### config.mk
export PLATFORM = sky130hd
export DESIGN_NAME = interval_timer
export DESIGN_NICKNAME = d
export VERILOG_FILES = /design/src/design/count_tick_gen.v /design/src/design/interval_timer.v
export VERILOG_INCLUDE_DIRS = /design/src /design/src/design
export SDC_FILE = /design/constraint.sdc
export NUM_CORES = 1
export LEC_CHECK = 0
export ABC_AREA = 0
export BUFFER_PORTS_ARGS = -buffer_cell sky130_fd_sc_hd__buf_2
export CORE_UTILIZATION = 30
export CTS_BUF_LIST = sky130_fd_sc_hd__clkbuf_4 sky130_fd_sc_hd__clkbuf_8 sky130_fd_sc_hd__clkbuf_16
export CTS_CLUSTER_SIZE = 16
export DETAILED_ROUTE_END_ITERATION = 10
export PLACE_DENSITY = 0.51
export SYNTH_ARGS = -nofsm -noshare
export SYNTH_HDL_FRONTEND = slang
export SYNTH_SLANG_ARGS = --single-unit
### constraint.sdc
create_clock -name pclk -period 3.72 [get_ports pclk]
set_input_delay 0.558 -clock pclk [delete_from_list [all_inputs] [get_ports pclk]]
set_output_delay 0.558 -clock pclk [all_outputs]
set_load 0.02 [all_outputs]
### src/design/interval_timer_map.vh
// register offsets, field positions, reset values and timing counts of the interval timer
`ifndef INTERVAL_TIMER_MAP_VH
`define INTERVAL_TIMER_MAP_VH
// ==========================================
// register byte offsets
`define OFS_CTL0        12'h000
`define OFS_CTL1        12'h004
`define OFS_OUT_CTL     12'h008
`define OFS_IN_EDGE     12'h00C
`define OFS_CMP0        12'h010
`define OFS_CMP1        12'h014
`define OFS_CMP2        12'h018
`define OFS_CMP3        12'h01C
`define OFS_COUNT       12'h020
`define OFS_IRQ_STAT    12'h024
`define OFS_IRQ_MASK    12'h028
// ==========================================
// control zero fields
`define CTL0_RUN_BIT    7
// control one fields
`define CTL1_MODE_LSB   0
`define CTL1_MODE_MSB   2
`define CTL1_EXT_CLK    5
`define CTL1_SW_TRIG    6
// input edge control fields
`define EDGE_CAP_LSB    0
`define EDGE_CAP_MSB    1
// ==========================================
// operating modes
`define MODE_INTERVAL   3'h0
`define MODE_EVENT      3'h1
`define MODE_EXT_TRIG   3'h2
`define MODE_ONE_SHOT   3'h3
`define MODE_PWM        3'h4
`define MODE_FREE_RUN   3'h5
`define MODE_PULSE_W    3'h6
`define MODE_TRI_PWM    3'h7
// ==========================================
// reset values
`define RST_CTL0        8'h00
`define RST_CTL1        8'h00
`define RST_OUT_CTL     8'h00
`define RST_IN_EDGE     8'h00
`define RST_CMP         16'h0000
`define RST_MASK        4'h0
`define CNT_IDLE        16'hFFFF
`define CNT_ZERO        16'h0000
// count clock prescale, pclk cycles per count clock
`define PRESCALE_DEF    4
`endif

### src/design/count_tick_gen.v
// count clock enable generator, one pulse every divide cycles
`timescale 1ns/1ps
module count_tick_gen #(
    parameter DIV = 4
) (
    // clock and reset
    input  wire       pclk,
    input  wire       presetn,
    input  wire       clk_en,
    // control
    input  wire       run,
    // tick out
    output wire       tick
);
    // ==========================================
    // divider
    reg  [15:0] div_r;
    wire [15:0] div_last = DIV[15:0] - 16'h0001;

    always @(posedge pclk or negedge presetn) begin
        if (!presetn) begin
            div_r <= 16'h0000;
        end else if (clk_en) begin
            if (!run || div_r == div_last) begin
                div_r <= 16'h0000;
            end else begin
                div_r <= div_r + 16'h0001;
            end
        end
    end

    // restarts with each run, so the first interval is always whole
    assign tick = run && clk_en && (div_r == div_last);
endmodule // count_tick_gen

### src/design/interval_timer.v
// interval timer with mode table, output pin control and apb register file
//
// The register offsets and register access over APB were chosen for this implementation.
`timescale 1ns/1ps
`include "interval_timer_map.vh"

// How it works
// - triggers are recorded only in trigger and one-shot modes and never gate counting
// - channels compare, except pulse-width and free-run with control one bit 4 set
// - batch reload in trigger and pwm modes
// - mode 000 with run gives interval timer
// - pin 0 square wave, half period interval
// - run start: FFFF to 0000, toggle pin0
// - run start copies compare 0 to buffer
// - match clears counter, toggles, raises interrupt
// - interval is compare plus one counts
// - enable bit drives timer output onto pin
// - level bit sets pin while disabled
module interval_timer #(
    parameter PRESCALE = `PRESCALE_DEF
) (
    // clock and reset
    input  wire        pclk,
    input  wire        presetn,
    input  wire        clk_en,
    // apb slave
    input  wire        psel,
    input  wire        penable,
    input  wire        pwrite,
    input  wire [11:0] paddr,
    input  wire [31:0] pwdata,
    output reg  [31:0] prdata,
    output wire        pready,
    output wire        pslverr,
    // pins
    input  wire        trig_pin,
    input  wire        event_pin,
    output wire [3:0]  timer_out,
    // interrupt and status
    output wire        irq,
    output wire        channel0_match_irq,
    output wire        capture_mode
);
    // ==========================================
    // registers
    reg  [7:0]  timer_control_zero_r;
    reg  [7:0]  timer_control_one_r;
    reg  [7:0]  timer_output_control_r;
    reg  [7:0]  input_edge_control_r;
    reg  [15:0] cmp_r [0:3];
    reg  [15:0] cmp_buf_r [0:3];
    reg  [15:0] count_r;
    reg  [3:0]  tout_r;
    reg  [3:0]  stat_r;
    reg  [3:0]  mask_r;
    reg         running_r;
    reg         reload_pend_r;
    reg         trig_seen_r;
    reg  [2:0]  trig_sync_r;
    reg  [2:0]  evt_sync_r;
    reg         match0_r;

    wire [2:0]  mode      = timer_control_one_r[`CTL1_MODE_MSB:`CTL1_MODE_LSB];
    wire        run       = timer_control_zero_r[`CTL0_RUN_BIT];
    wire        ext_clk   = timer_control_one_r[`CTL1_EXT_CLK];
    wire        wr_access = psel && penable && pwrite;
    wire        rd_access = psel && penable && !pwrite;
    wire        mapped;
    wire        tick_int;
    wire        evt_edge;
    wire        tick;
    wire        trig_edge;
    wire        trig_ok;
    wire        batch;
    wire        cnt_last;
    wire [3:0]  match;
    wire [3:0]  stat_set;
    wire [1:0]  cmp_idx   = paddr[3:2];
    // aligned words 0x10 to 0x1C only, an unaligned write is refused
    wire        cmp_wr    = wr_access && ((paddr & 12'hFF3) == `OFS_CMP0);

    // ==========================================
    // mode table
    assign trig_ok      = (mode == `MODE_EXT_TRIG) || (mode == `MODE_ONE_SHOT);
    assign capture_mode = (mode == `MODE_PULSE_W) ||
                          ((mode == `MODE_FREE_RUN) && timer_control_one_r[4]);
    assign batch        = (mode == `MODE_EXT_TRIG) || (mode == `MODE_PWM) ||
                          (mode == `MODE_TRI_PWM);

    // ==========================================
    // pin synchronisers, a rising edge counts when stage two is high and stage three is low
    always @(posedge pclk or negedge presetn) begin
        if (!presetn) begin
            trig_sync_r <= 3'h0;
            evt_sync_r  <= 3'h0;
        end else if (clk_en) begin
            trig_sync_r <= {trig_sync_r[1:0], trig_pin};
            evt_sync_r  <= {evt_sync_r[1:0], event_pin};
        end
    end
    assign trig_edge = trig_sync_r[1] && !trig_sync_r[2];
    assign evt_edge  = evt_sync_r[1] && !evt_sync_r[2] && clk_en;

    count_tick_gen #(
        .DIV (PRESCALE)
    ) u_tick (
        .pclk    (pclk),
        .presetn (presetn),
        .clk_en  (clk_en),
        .run     (run),
        .tick    (tick_int)
    );

    // event counting in event mode or with the external clock bit set; software keeps the edge field clear
    assign tick = (ext_clk || mode == `MODE_EVENT) ? (run && evt_edge) : tick_int;

    // ==========================================
    // counter and compare
    assign cnt_last = (count_r == cmp_buf_r[0]);

    genvar g;
    generate
        for (g = 0; g < 4; g = g + 1) begin : g_ch
            assign match[g] = running_r && tick && !capture_mode &&
                              (count_r == cmp_buf_r[g]);
            always @(posedge pclk or negedge presetn) begin
                if (!presetn) begin
                    cmp_r[g]     <= `RST_CMP;
                    cmp_buf_r[g] <= `RST_CMP;
                    tout_r[g]    <= 1'b0;
                end else if (clk_en) begin
                    if (cmp_wr && cmp_idx == g) begin
                        cmp_r[g] <= pwdata[15:0];
                    end
                    if (run && !running_r && tick) begin
                        cmp_buf_r[g] <= cmp_r[g];
                    end else if (!batch) begin
                        cmp_buf_r[g] <= cmp_r[g];
                    end else if (reload_pend_r && match[0]) begin
                        cmp_buf_r[g] <= cmp_r[g];
                    end
                    if (!run) begin
                        tout_r[g] <= 1'b0;
                    end else if ((g == 0 && run && !running_r && tick) || match[g]) begin
                        tout_r[g] <= ~tout_r[g];
                    end
                end
            end
            // disabled pin shows its idle level
            assign timer_out[g] = timer_output_control_r[2*g] ? tout_r[g] :
                                  timer_output_control_r[2*g+1];
        end
    endgenerate

    // trigger modes do not wait for a trigger; counting starts on the first tick after run
    always @(posedge pclk or negedge presetn) begin
        if (!presetn) begin
            count_r       <= `CNT_IDLE;
            running_r     <= 1'b0;
            reload_pend_r <= 1'b0;
            trig_seen_r   <= 1'b0;
            match0_r      <= 1'b0;
        end else if (clk_en) begin
            match0_r <= match[0];
            if (!run) begin
                count_r     <= `CNT_IDLE;
                running_r   <= 1'b0;
                trig_seen_r <= 1'b0;
            end else begin
                if (trig_ok && (trig_edge ||
                    (wr_access && paddr == `OFS_CTL1 && pwdata[`CTL1_SW_TRIG]))) begin
                    trig_seen_r <= 1'b1;
                end
                if (tick) begin
                    if (!running_r) begin
                        count_r   <= `CNT_ZERO;
                        running_r <= 1'b1;
                    end else if (cnt_last) begin
                        count_r <= `CNT_ZERO;
                    end else begin
                        count_r <= count_r + 16'h0001;
                    end
                end
            end
            if (cmp_wr && batch) begin
                reload_pend_r <= 1'b1;
            end else if (match[0]) begin
                reload_pend_r <= 1'b0;
            end
        end
    end

    assign channel0_match_irq = match0_r;

    // ==========================================
    // interrupt status, read of status clears, new event wins
    assign stat_set = match;
    always @(posedge pclk or negedge presetn) begin
        if (!presetn) begin
            stat_r <= 4'h0;
        end else if (clk_en) begin
            if (rd_access && paddr == `OFS_IRQ_STAT) begin
                stat_r <= stat_set;
            end else begin
                stat_r <= stat_r | stat_set;
            end
        end
    end
    assign irq = |(stat_r & mask_r);

    // ==========================================
    // apb slave, zero wait
    assign pready  = 1'b1;
    assign mapped  = (paddr <= `OFS_IRQ_MASK) && (paddr[1:0] == 2'b00);
    assign pslverr = psel && penable && !mapped;

    always @(posedge pclk or negedge presetn) begin
        if (!presetn) begin
            timer_control_zero_r   <= `RST_CTL0;
            timer_control_one_r    <= `RST_CTL1;
            timer_output_control_r <= `RST_OUT_CTL;
            input_edge_control_r   <= `RST_IN_EDGE;
            mask_r                 <= `RST_MASK;
        end else if (clk_en && wr_access) begin
            case (paddr)
                `OFS_CTL0:     timer_control_zero_r   <= pwdata[7:0];
                // software trigger bit is a strobe, never stored
                `OFS_CTL1:     timer_control_one_r    <= {1'b0, pwdata[6:0] & 7'h3F};
                `OFS_OUT_CTL:  timer_output_control_r <= pwdata[7:0];
                `OFS_IN_EDGE:  input_edge_control_r   <= pwdata[7:0];
                `OFS_IRQ_MASK: mask_r                 <= pwdata[3:0];
                default:       mask_r                 <= mask_r;
            endcase
        end
    end

    always @(posedge pclk or negedge presetn) begin
        if (!presetn) begin
            prdata <= 32'h00000000;
        end else if (clk_en && psel && !penable && !pwrite) begin
            case (paddr)
                `OFS_CTL0:     prdata <= {24'h000000, timer_control_zero_r};
                `OFS_CTL1:     prdata <= {24'h000000, timer_control_one_r};
                `OFS_OUT_CTL:  prdata <= {24'h000000, timer_output_control_r};
                `OFS_IN_EDGE:  prdata <= {24'h000000, input_edge_control_r};
                `OFS_CMP0:     prdata <= {16'h0000, cmp_r[0]};
                `OFS_CMP1:     prdata <= {16'h0000, cmp_r[1]};
                `OFS_CMP2:     prdata <= {16'h0000, cmp_r[2]};
                `OFS_CMP3:     prdata <= {16'h0000, cmp_r[3]};
                `OFS_COUNT:    prdata <= {16'h0000, count_r};
                `OFS_IRQ_STAT: prdata <= {28'h0000000, stat_r};
                `OFS_IRQ_MASK: prdata <= {28'h0000000, mask_r};
                default:       prdata <= 32'h00000000;
            endcase
        end
    end
endmodule // interval_timer

Word level (Yosys, flattened, before mapping)

Cells that the tools add are included.

Bits in registers: 240
Input bits: 52
Output and inout port bits: 41
Logic and storage cells: 166

Add/sub/neg operators: 2
$lt $le $gt $ge: 1
Eq/ne operators: 31
Muxes and demuxes: 36
Bitwise operators: 6
Reduce and logical (&&, ||, !) cells: 65

Operator list:

| cell                    | count |
|---|---|
| $mux W16                | 17 |
| $pmux W16 S11           | 1 |
| $eq A16 B16 Y1          | 4 |
| $eq A12 B5 Y1 const B   | 4 |
| $eq A12 B6 Y1 const B   | 3 |
| $add A16 B1 Y16 const B | 2 |
| $reduce_and A2 Y1       | 16 |
| $logic_and A1 B1 Y1     | 31 |
| $eq A12 B4 Y1 const B   | 2 |
| $mux W1                 | 17 |
| $eq A16 B2 Y1 const B   | 1 |
| $eq A12 B3 Y1 const B   | 1 |
| $eq A3 B3 Y1 const B    | 4 |
| $le A12 B6 Y1 const B   | 1 |
| $logic_not A12 Y1       | 1 |
| $eq A10 B3 Y1 const B   | 1 |
| $ne A2 B1 Y1 const B    | 5 |
| $logic_not A1 Y1        | 7 |
| $logic_or A1 B1 Y1      | 6 |
| $and A4 B4 Y4           | 1 |
| $eq A2 B2 Y1 const B    | 2 |
| $logic_not A2 Y1        | 2 |
| $mux W4                 | 1 |
| $not A1 Y1              | 4 |
| other kinds (7)         | 7 |

Longest topological paths before layout

Gate-level depths: netlist of run 1.

Word-level depth: 12
Gate-level depth with buffers: 8
Gate-level depth less buffers: 7

Hierarchy

A second synthesis of run 1 with hierarchy kept.

Cell total of the unflattened synthesis: 966
Area total of the unflattened synthesis: 11,591.1 µm²

Modules (own cells, without submodules):

| module         | instances | cells each | area an instance (µm²) | seq. area each (µm²) |
|---|---|---|---|---|
| interval_timer | 1         | 872        | 10,714.0               | 5,225.0 |
| count_tick_gen | 1         | 94         | 877.1                  | 400.4 |

Least setup slack after synthesis of run 1

No wires, ideal clock.

Kind: input -> register
From: input paddr[9]
To: register cmp_r[10] in the netlist's numbering
Library setup time: 125 ps
Arrival: 2,655 ps
Data required time: 3,595 ps
Path slack: 940 ps
Stages on the path: 8
Path through: or4_4 -> or3_1 -> buf_6 -> or3_4 -> buf_6 -> nor2_8 -> buf_12 -> mux2_4

Longest elaborated chain between the ends: 4

Ends and longest elaborated chain:

| what                            | RTL line             | source |
|---|---|---|
| from (decl)                     | interval_timer.v:30  | `input wire [11:0] paddr,` |
| $eq A10 B3 Y1 (no line)         | --                   |  |
| $logic_and A1 B1 Y1             | interval_timer.v:80  | `` wire cmp_wr = wr_access && ((paddr & 12'hFF3) == `OFS_CMP0); `` |
| $logic_and A1 B1 Y1             | interval_timer.v:132 | `if (cmp_wr && cmp_idx == g) begin` |
| $reduce_and A2 Y1 (no line)     | --                   |  |
| to (signal, indexed assignment) | interval_timer.v:128 | `` cmp_r[g] <= `RST_CMP; `` |
| to (signal, indexed assignment) | interval_timer.v:133 | `cmp_r[g] <= pwdata[15:0];` |
| to (decl)                       | interval_timer.v:50  | `reg [15:0] cmp_r [0:3];` |

No other way between the ends.
A chain may end at the register's enable or synchronous reset.

Final worst setup path of run 1

From: register count_r[7]
To: register cmp_buf_r[36] in the netlist's numbering

Longest elaborated chain between the ends: 5

Ends and longest elaborated chain:

| what                            | RTL line             | source |
|---|---|---|
| from (decl)                     | interval_timer.v:52  | `reg [15:0] count_r;` |
| from (signal assigned)          | interval_timer.v:158 | `` count_r <= `CNT_IDLE; `` |
| from (signal assigned)          | interval_timer.v:166 | `` count_r <= `CNT_IDLE; `` |
| from (signal assigned)          | interval_timer.v:176 | `` count_r <= `CNT_ZERO; `` |
| $eq A16 B16 Y1                  | interval_timer.v:125 | `(count_r == cmp_buf_r[g]);` |
| $logic_and A1 B1 Y1             | interval_timer.v:124 | `assign match[g] = running_r && tick && !capture_mode &&` |
| $logic_and A1 B1 Y1             | interval_timer.v:139 | `end else if (reload_pend_r && match[0]) begin` |
| $ne A3 B1 Y1 (no line)          | --                   |  |
| $reduce_and A2 Y1 (no line)     | --                   |  |
| to (signal, indexed assignment) | interval_timer.v:129 | `` cmp_buf_r[g] <= `RST_CMP; `` |
| to (signal, indexed assignment) | interval_timer.v:138 | `cmp_buf_r[g] <= cmp_r[g];` |
| to (signal, indexed assignment) | interval_timer.v:140 | `cmp_buf_r[g] <= cmp_r[g];` |
| to (decl)                       | interval_timer.v:51  | `reg [15:0] cmp_buf_r [0:3];` |

No other way between the ends.

==> impl_metrics.yaml, run 1 <==
clock_network:
  holdBufCountCts: 0
  cts-root-buf: "clkbuf_16"
  postCtsResizedCells: 0
  cts_setup_buffers: 0
  ctsHtreeMaxLevel: 1
  cts_buffer_depth: 3
  cts_inserted_buffers: 26
  clock_sinks: 224
  worstSkewPairLatency_ns: 0.54
  cts.clk_slew.worst_paths_ns: 0.06
  cts_tree: "built"
logic_synthesis:
  yosysWarningCount: 0
  syn_area_per_cell_sq_um: 12.06
  async_reset_ff_share_pct: 100.0
  ys_seq_elements: 224
  synthCells: 943
  synth-main-ff-cell: "dfrtp_1"
  ys_types: 77
  synth_edf_count: 0
  synthesis.area_sq_um: 11370
  ys_seq_area_share_pct: 49.47
die:
  io_pins: 93
  core_area_sq_um: 36960
  start_util_pct: 30.77
  die_y_um: 196.7
  dieArea_sq_um: 38690
  die_x_um: 196.7
  fp-row-count: 70
layout:
  layout-area-overhead-vs-synth_pct: 15.10
  drive_gt1_share_pct: 33.37
  layout.nets: 1059
  post-route-util_pct: 35.41
  diodes: 0
setup_path:
  endpoint: "cmp_buf_r[36]"
  crit_arrival_ns: 3.50
  crit_start: "count_r[7]"
  r2r_end: "cmp_buf_r[36]"
  crit_fanout: 27
  start_kind: "flop"
  crit_type: "reg2reg"
  crit-reg2reg-launch: "count_r[7]"
  critPathRequiredTime_ns: 4.14
  crit_path_end_kind: "flop"
  reg2reg_setup_slack_ns: 0.63
  ff2ff_path_depth: 7
global_route:
  overflow: 0
  grt_pass1_vias: 8040
  grt_antenna_before_repair: 0
  grt_pass1_wl_um: 51120
  grt_max_degree: 80
  grtUsageTotal_pct: 17.45
placement:
  gp_congestion: 0.8772
  post-place-ws_ns: 0.6274
  port_buffers: 58
  dp_hpwl_um: 23610
timing:
  worst_pin_slew_ns: 0.7789
  slew_headroom_pct: 47.69
  finClkSkew_ns: 0.02003
  fin_ws_ns: 0.6338
  fin_hold_ws_ns: -0.01449
  min_period_ns: 3.086
  tns_ns: 0
  slew_viol_final: 0
  setup-violations-final: 0
  rsz0062_at_grt: "false"
  hold_violations: 5
  max_freq_mhz: 324.0
  post-route-period-util_pct: 82.96
detailed_routing:
  dr.pass1.iters: 6
  drc: 0
  drt-wirelength-per-cell_um: 21.58
  num_vias: 7797
  viasPerCell: 5.120
  antenna_left: 0
  routed_wl_um: 32870
  drtIter0Drc: 507
pwr:
  sequentialPowerShare_pct: 46.8
  ir_worst_vdd_mv: 0.2681
  combPwrFrac_pct: 4.5
  internal_power_uw: 4042
  p_leak_uw: 0.006039
  power_density_nw_per_um2: 399.9
  pwr-share-clk_pct: 48.7
  power_switching_uw: 1192
  swShare_pct: 22.78
  total_power_uw: 5234
run_status:
  violations: "negative hold slack"
  status: "finished, violations left"
flow_run:
  cap_violations: 0
min_path:
  hold_class: "in2async"
-- power by group through the flow --
stage,logic (uW),clock network (uW),registers [uW]
5_1_grt,257,2720,2450
3_5_place_dp,239,0,2490
2_1_floorplan,115,0,2490
6_report,235,2550,2450
3_3_place_gp,238,0,2490
4_1_cts,239,2610,2450
-- layout make-up --
type,instances,area [sq um]
inverters,4,15.01
well taps,504,630.6
flip-flops and latches,224,5625
clock buffers,34,747.0
clock inverters,8,96.34
repair buffers,91,598.1
multi-input cells,658,5375
fillers,3698,23870
-- routing by layer --
metal | up-vias | wire length, um | global-route usage, %
li1 | 3546 | - | -
met1 | 4027 | 15400 | 24.42
met2 | 172 | 15280 | 27.96
met3 | 52 | 1390 | 2.584
met4 | 0 | 801 | 4.996
met5 | - | 0 | 0
-- cell usage in the layout (no fill, tap or decap), types with 18 or more instances in the layout --
master	count
nand2_1	45
clkbuf_16	27
mux2_4	30
mux2i_1	18
buf_4	29
nor2_1	46
xor2_1	55
xnor2_1	24
a21oi_1	35
buf_2	57
dfrtp_1	208
mux2_2	137
o21ai_0	21
-- through the flow --
step	hold slack (ns)	instances	cell area, sq um
finish	-0.01449	1523	13090
global route	0.02824	1523	13090
CTS	0.01997	1523	13090
detailed placement	0.4895	1481	12240
global placement	0.4853	1481	12240
floorplan	0.2624	958	11430
-- worst max-delay path: stages (launching register included) --
cell and delay [ns]:
dfstp_2 0.69, xnor2_1 0.18, nand4_1 0.19, or4_1 0.65
nor3_2 0.38, a21oi_4 0.27, buf_12 0.25, mux2_1 0.33
-- state kept, by name, indices dropped and copies added (netlist names), 6 cells and up --
name                    count
cmp_buf_r                  64
cmp_r                      64
count_r                    16
input_edge_control_r        8
prdata                     16
timer_control_one_r         6
timer_control_zero_r        8
timer_output_control_r      8
u_tick.div_r               16
-- how the worst min path moves through the flow --
stage	from	to	slack, ns	cells after the start
after global placement	timer_control_zero_r[2]	timer_control_zero_r[2]	0.49	1
after global routing	presetn	u_tick.div_r[9]	0.03	1
after detailed placement	channel0_match_irq	channel0_match_irq	0.49	1
final	presetn	u_tick.div_r[9]	-0.01	1
after CTS	presetn	u_tick.div_r[9]	0.02	1
after floorplan	presetn	channel0_match_irq	0.26	0
-- Yosys cell counts (5+ instances only) --
cell type / n / share of area [%]
dfstp_2: 16 / 3.7
nor2b_1: 7 / 0.39
a21o_1: 6 / 0.40
a21oi_1: 35 / 1.5
mux2_4: 30 / 4.0
xnor2_1: 24 / 1.8
mux2_1: 10 / 0.99
nand2b_1: 5 / 0.28
buf_4: 18 / 1.2
dfrtp_1: 208 / 46
o21ai_0: 21 / 0.92
nor3_2: 5 / 0.44
nor2_1: 46 / 1.5
nand2_1: 45 / 1.5
nand3_1: 15 / 0.66
a22oi_1: 14 / 0.92
mux2i_1: 18 / 1.6
nor3_1: 17 / 0.75
o22a_1: 5 / 0.39
xor2_1: 55 / 4.2
a22o_1: 14 / 1.1
mux2_2: 137 / 14
and3_1: 6 / 0.33
nor4_1: 17 / 0.94
buf_2: 14 / 0.62
nand4_1: 16 / 0.88
a31oi_1: 13 / 0.72
clkbuf_1: 31 / 1.0
a222oi_1: 7 / 0.62
-- cell families (layout without fill, tap and decap cells) --
family                     Yosys count  count (layout)  synth area share, %
AOI/OAI and AO/OA                  151             151                9.265
xor gates and xnor gates            79              79                6.085
adders and majority gates            2               2               0.2200
buffers and inverters               76             137                3.884
DFF                                224             224                49.47
muxes                              195             195                20.10
other                                2              17              0.06605
and+or+nand+nor                    214             214                10.90
Power figures use the tool's default switching activity.
==> inputs of run 2 (changes only) <==
clock period = 3 ns   (was 3.72 ns; I/O delays follow)
==> impl_metrics.yaml, run 2 (synthesis gave the netlist of run 1 again) <==
run_status:
  status: "completed"
global_route:
  grtUsageTotal_pct: 17.28
  grt_antenna_before_repair: 0
  grt_pass1_vias: 8049
  grt_pass1_wl_um: 50720
  overflow: 0
  grt_max_degree: 71
layout:
  multi_input_area_sq_um: 5375
  instances_no_fill: 1544
  reg_top3: "cmp_buf_r x64, cmp_r x64"
  layout-area-overhead-vs-synth_pct: 17.06
  drive_gt1_share_pct: 34.62
  layout_commonest_cell: "dfrtp_1"
  diodes: 0
  layout.nets: 1074
  fillCellCount: 3716
  seqCellArea_sq_um: 5625
  layout_common_cells: "dfrtp_1 (208), mux2_2 (137), buf_2 (57)"
flow_run:
  cap_violations: 0
timing:
  worst_pin_slew_ns: 0.7789
  slew_viol_final: 0
  slew_headroom_pct: 47.88
  fin_ws_ns: 0.2899
  setup-violations-final: 0
  finClkSkew_ns: 0.03880
  tns_ns: 0
  min_period_ns: 2.710
  max_freq_mhz: 369.0
  post-route-period-util_pct: 90.34
  rsz0062_at_grt: "false"
  hold_violations: 0
clock_network:
  cts.clk_slew.worst_paths_ns: 0.06
  cts_inserted_buffers: 26
  cts_tree: "built"
  ctsHtreeMaxLevel: 1
  cts_buffer_depth: 3
  worstSkewPairLatency_ns: 0.56
  postCtsResizedCells: 0
  cts-root-buf: "clkbuf_16"
  clock_sinks: 224
pwr:
  ir_worst_vdd_mv: 0.5052
  p_leak_uw: 0.006153
  power_density_nw_per_um2: 496.1
  total_power_uw: 6603
  sequentialPowerShare_pct: 46.0
  swShare_pct: 23.42
  combPwrFrac_pct: 4.4
  internal_power_uw: 5056
  power_switching_uw: 1547
  pwr-share-clk_pct: 49.6
setup_path:
  ff2ff_path_depth: 7
  crit_path_end_kind: "flop"
  crit_fanout: 64
  crit-reg2reg-launch: "count_r[14]"
  crit_arrival_ns: 3.11
  reg2reg_setup_slack_ns: 0.29
  crit_type: "reg2reg"
  start_kind: "flop"
  critPathRequiredTime_ns: 3.40
  r2r_end: "cmp_buf_r[58]"
placement:
  dp_hpwl_um: 23370
  post-place-ws_ns: 0.1522
  dpl.cell_count: 1495
  gp_congestion: 0.8434
  port_buffers: 58
die:
  fp-row-count: 70
  dieArea_sq_um: 38690
  core_area_sq_um: 36960
  die_y_um: 196.7
  io_pins: 93
  start_util_pct: 30.77
  die_x_um: 196.7
detailed_routing:
  antenna_left: 0
  drtIter0Drc: 520
  viasPerCell: 5.120
  num_vias: 7906
  drt-wirelength-per-cell_um: 21.13
  drc: 0
  dr.pass1.iters: 6
  routed_wl_um: 32630
min_path:
  min_from: "event_pin"
  holdPathEnd: "evt_sync_r[0]"
  holdPathStages: 2
  hold_class: "in2reg"
==> run 2: changes by cell type in the layout (fill, tap and decap cells not counted), sizes merged <==
| cell | change |
|---|---|
| buf | +14 |
| clkbuf | +1 |
| clkinv | +4 |
| clkinvlp | +1 |
| dlygate4sd3 | +1 |
==> run 2: metal layers <==
layer / track usage (%) / part of all wire, % / vias up
met1: 24.73 / 46 / 4085
met2: 27.45 / 46 / 198
li1: - / - / 3574
met4: 4.565 / 2.7 / 0
met5: 0 / 0 / -
met3: 2.259 / 4.9 / 49
==> run 2: power by group through the flow <==
stage / sequential (uW) / combinational, uW / clock [uW]
2_1_floorplan: 3090 / 143 / 0
3_3_place_gp: 3090 / 297 / 0
3_5_place_dp: 3090 / 297 / 0
4_1_cts: 3030 / 299 / 3360
5_1_grt: 3030 / 321 / 3460
6_report: 3040 / 292 / 3280
==> run 2: what timing repair did <==
| item | CTS | global route |
|---|---|---|
| hold buffers | 1 | 0 |
| setup buffers | 0 | 0 |
| endpoints found under the hold margin | 47 | 0 |
==> run 2: final cells by class <==
| type | count | share of cell area [%] |
|---|---|---|
| inverter | 4 | 0.1128 |
| clock inverter | 13 | 1.090 |
| clock buffer | 35 | 5.678 |
| multi-input combinational | 658 | 40.38 |
| sequential | 224 | 42.26 |
| timing repair buffer | 106 | 5.734 |
| tap | 504 | 4.738 |
==> run 2: worst max-delay path, stage by stage, from the launching register on <==
cell and delay [ns]:
dfstp_2 0.65, xnor2_1 0.18, nand4_1 0.16, or4_1 0.61
nor3_2 0.30, a21oi_4 0.10, buf_12 0.21, mux2_1 0.35
==> run 2: through the flow <==
stage | util, % | area [sq um] | hold WS [ns]
after floorplan | - | 11430 | 0.1544
after global placement | 33.55 | 12400 | 0.4312
after detailed placement | 33.55 | 12400 | 0.4296
after CTS | 36.01 | 13310 | 0.1606
after global routing | 36.01 | 13310 | 0.1661
final | 36.01 | 13310 | 0.1823
==> run 2: how the worst max path moves through the flow <==
stage / startpoint / to / slack (ns) / cells after the start
floorplan: paddr[9] / cmp_r[10] / 0.33 / 8
global placement: paddr[9] / cmp_r[31] / 0.15 / 6
detailed placement: paddr[9] / cmp_r[17] / 0.15 / 6
CTS: count_r[14] / cmp_buf_r[58] / 0.24 / 7
global route: count_r[7] / cmp_buf_r[58] / 0.15 / 7
finish: count_r[14] / cmp_buf_r[58] / 0.29 / 7
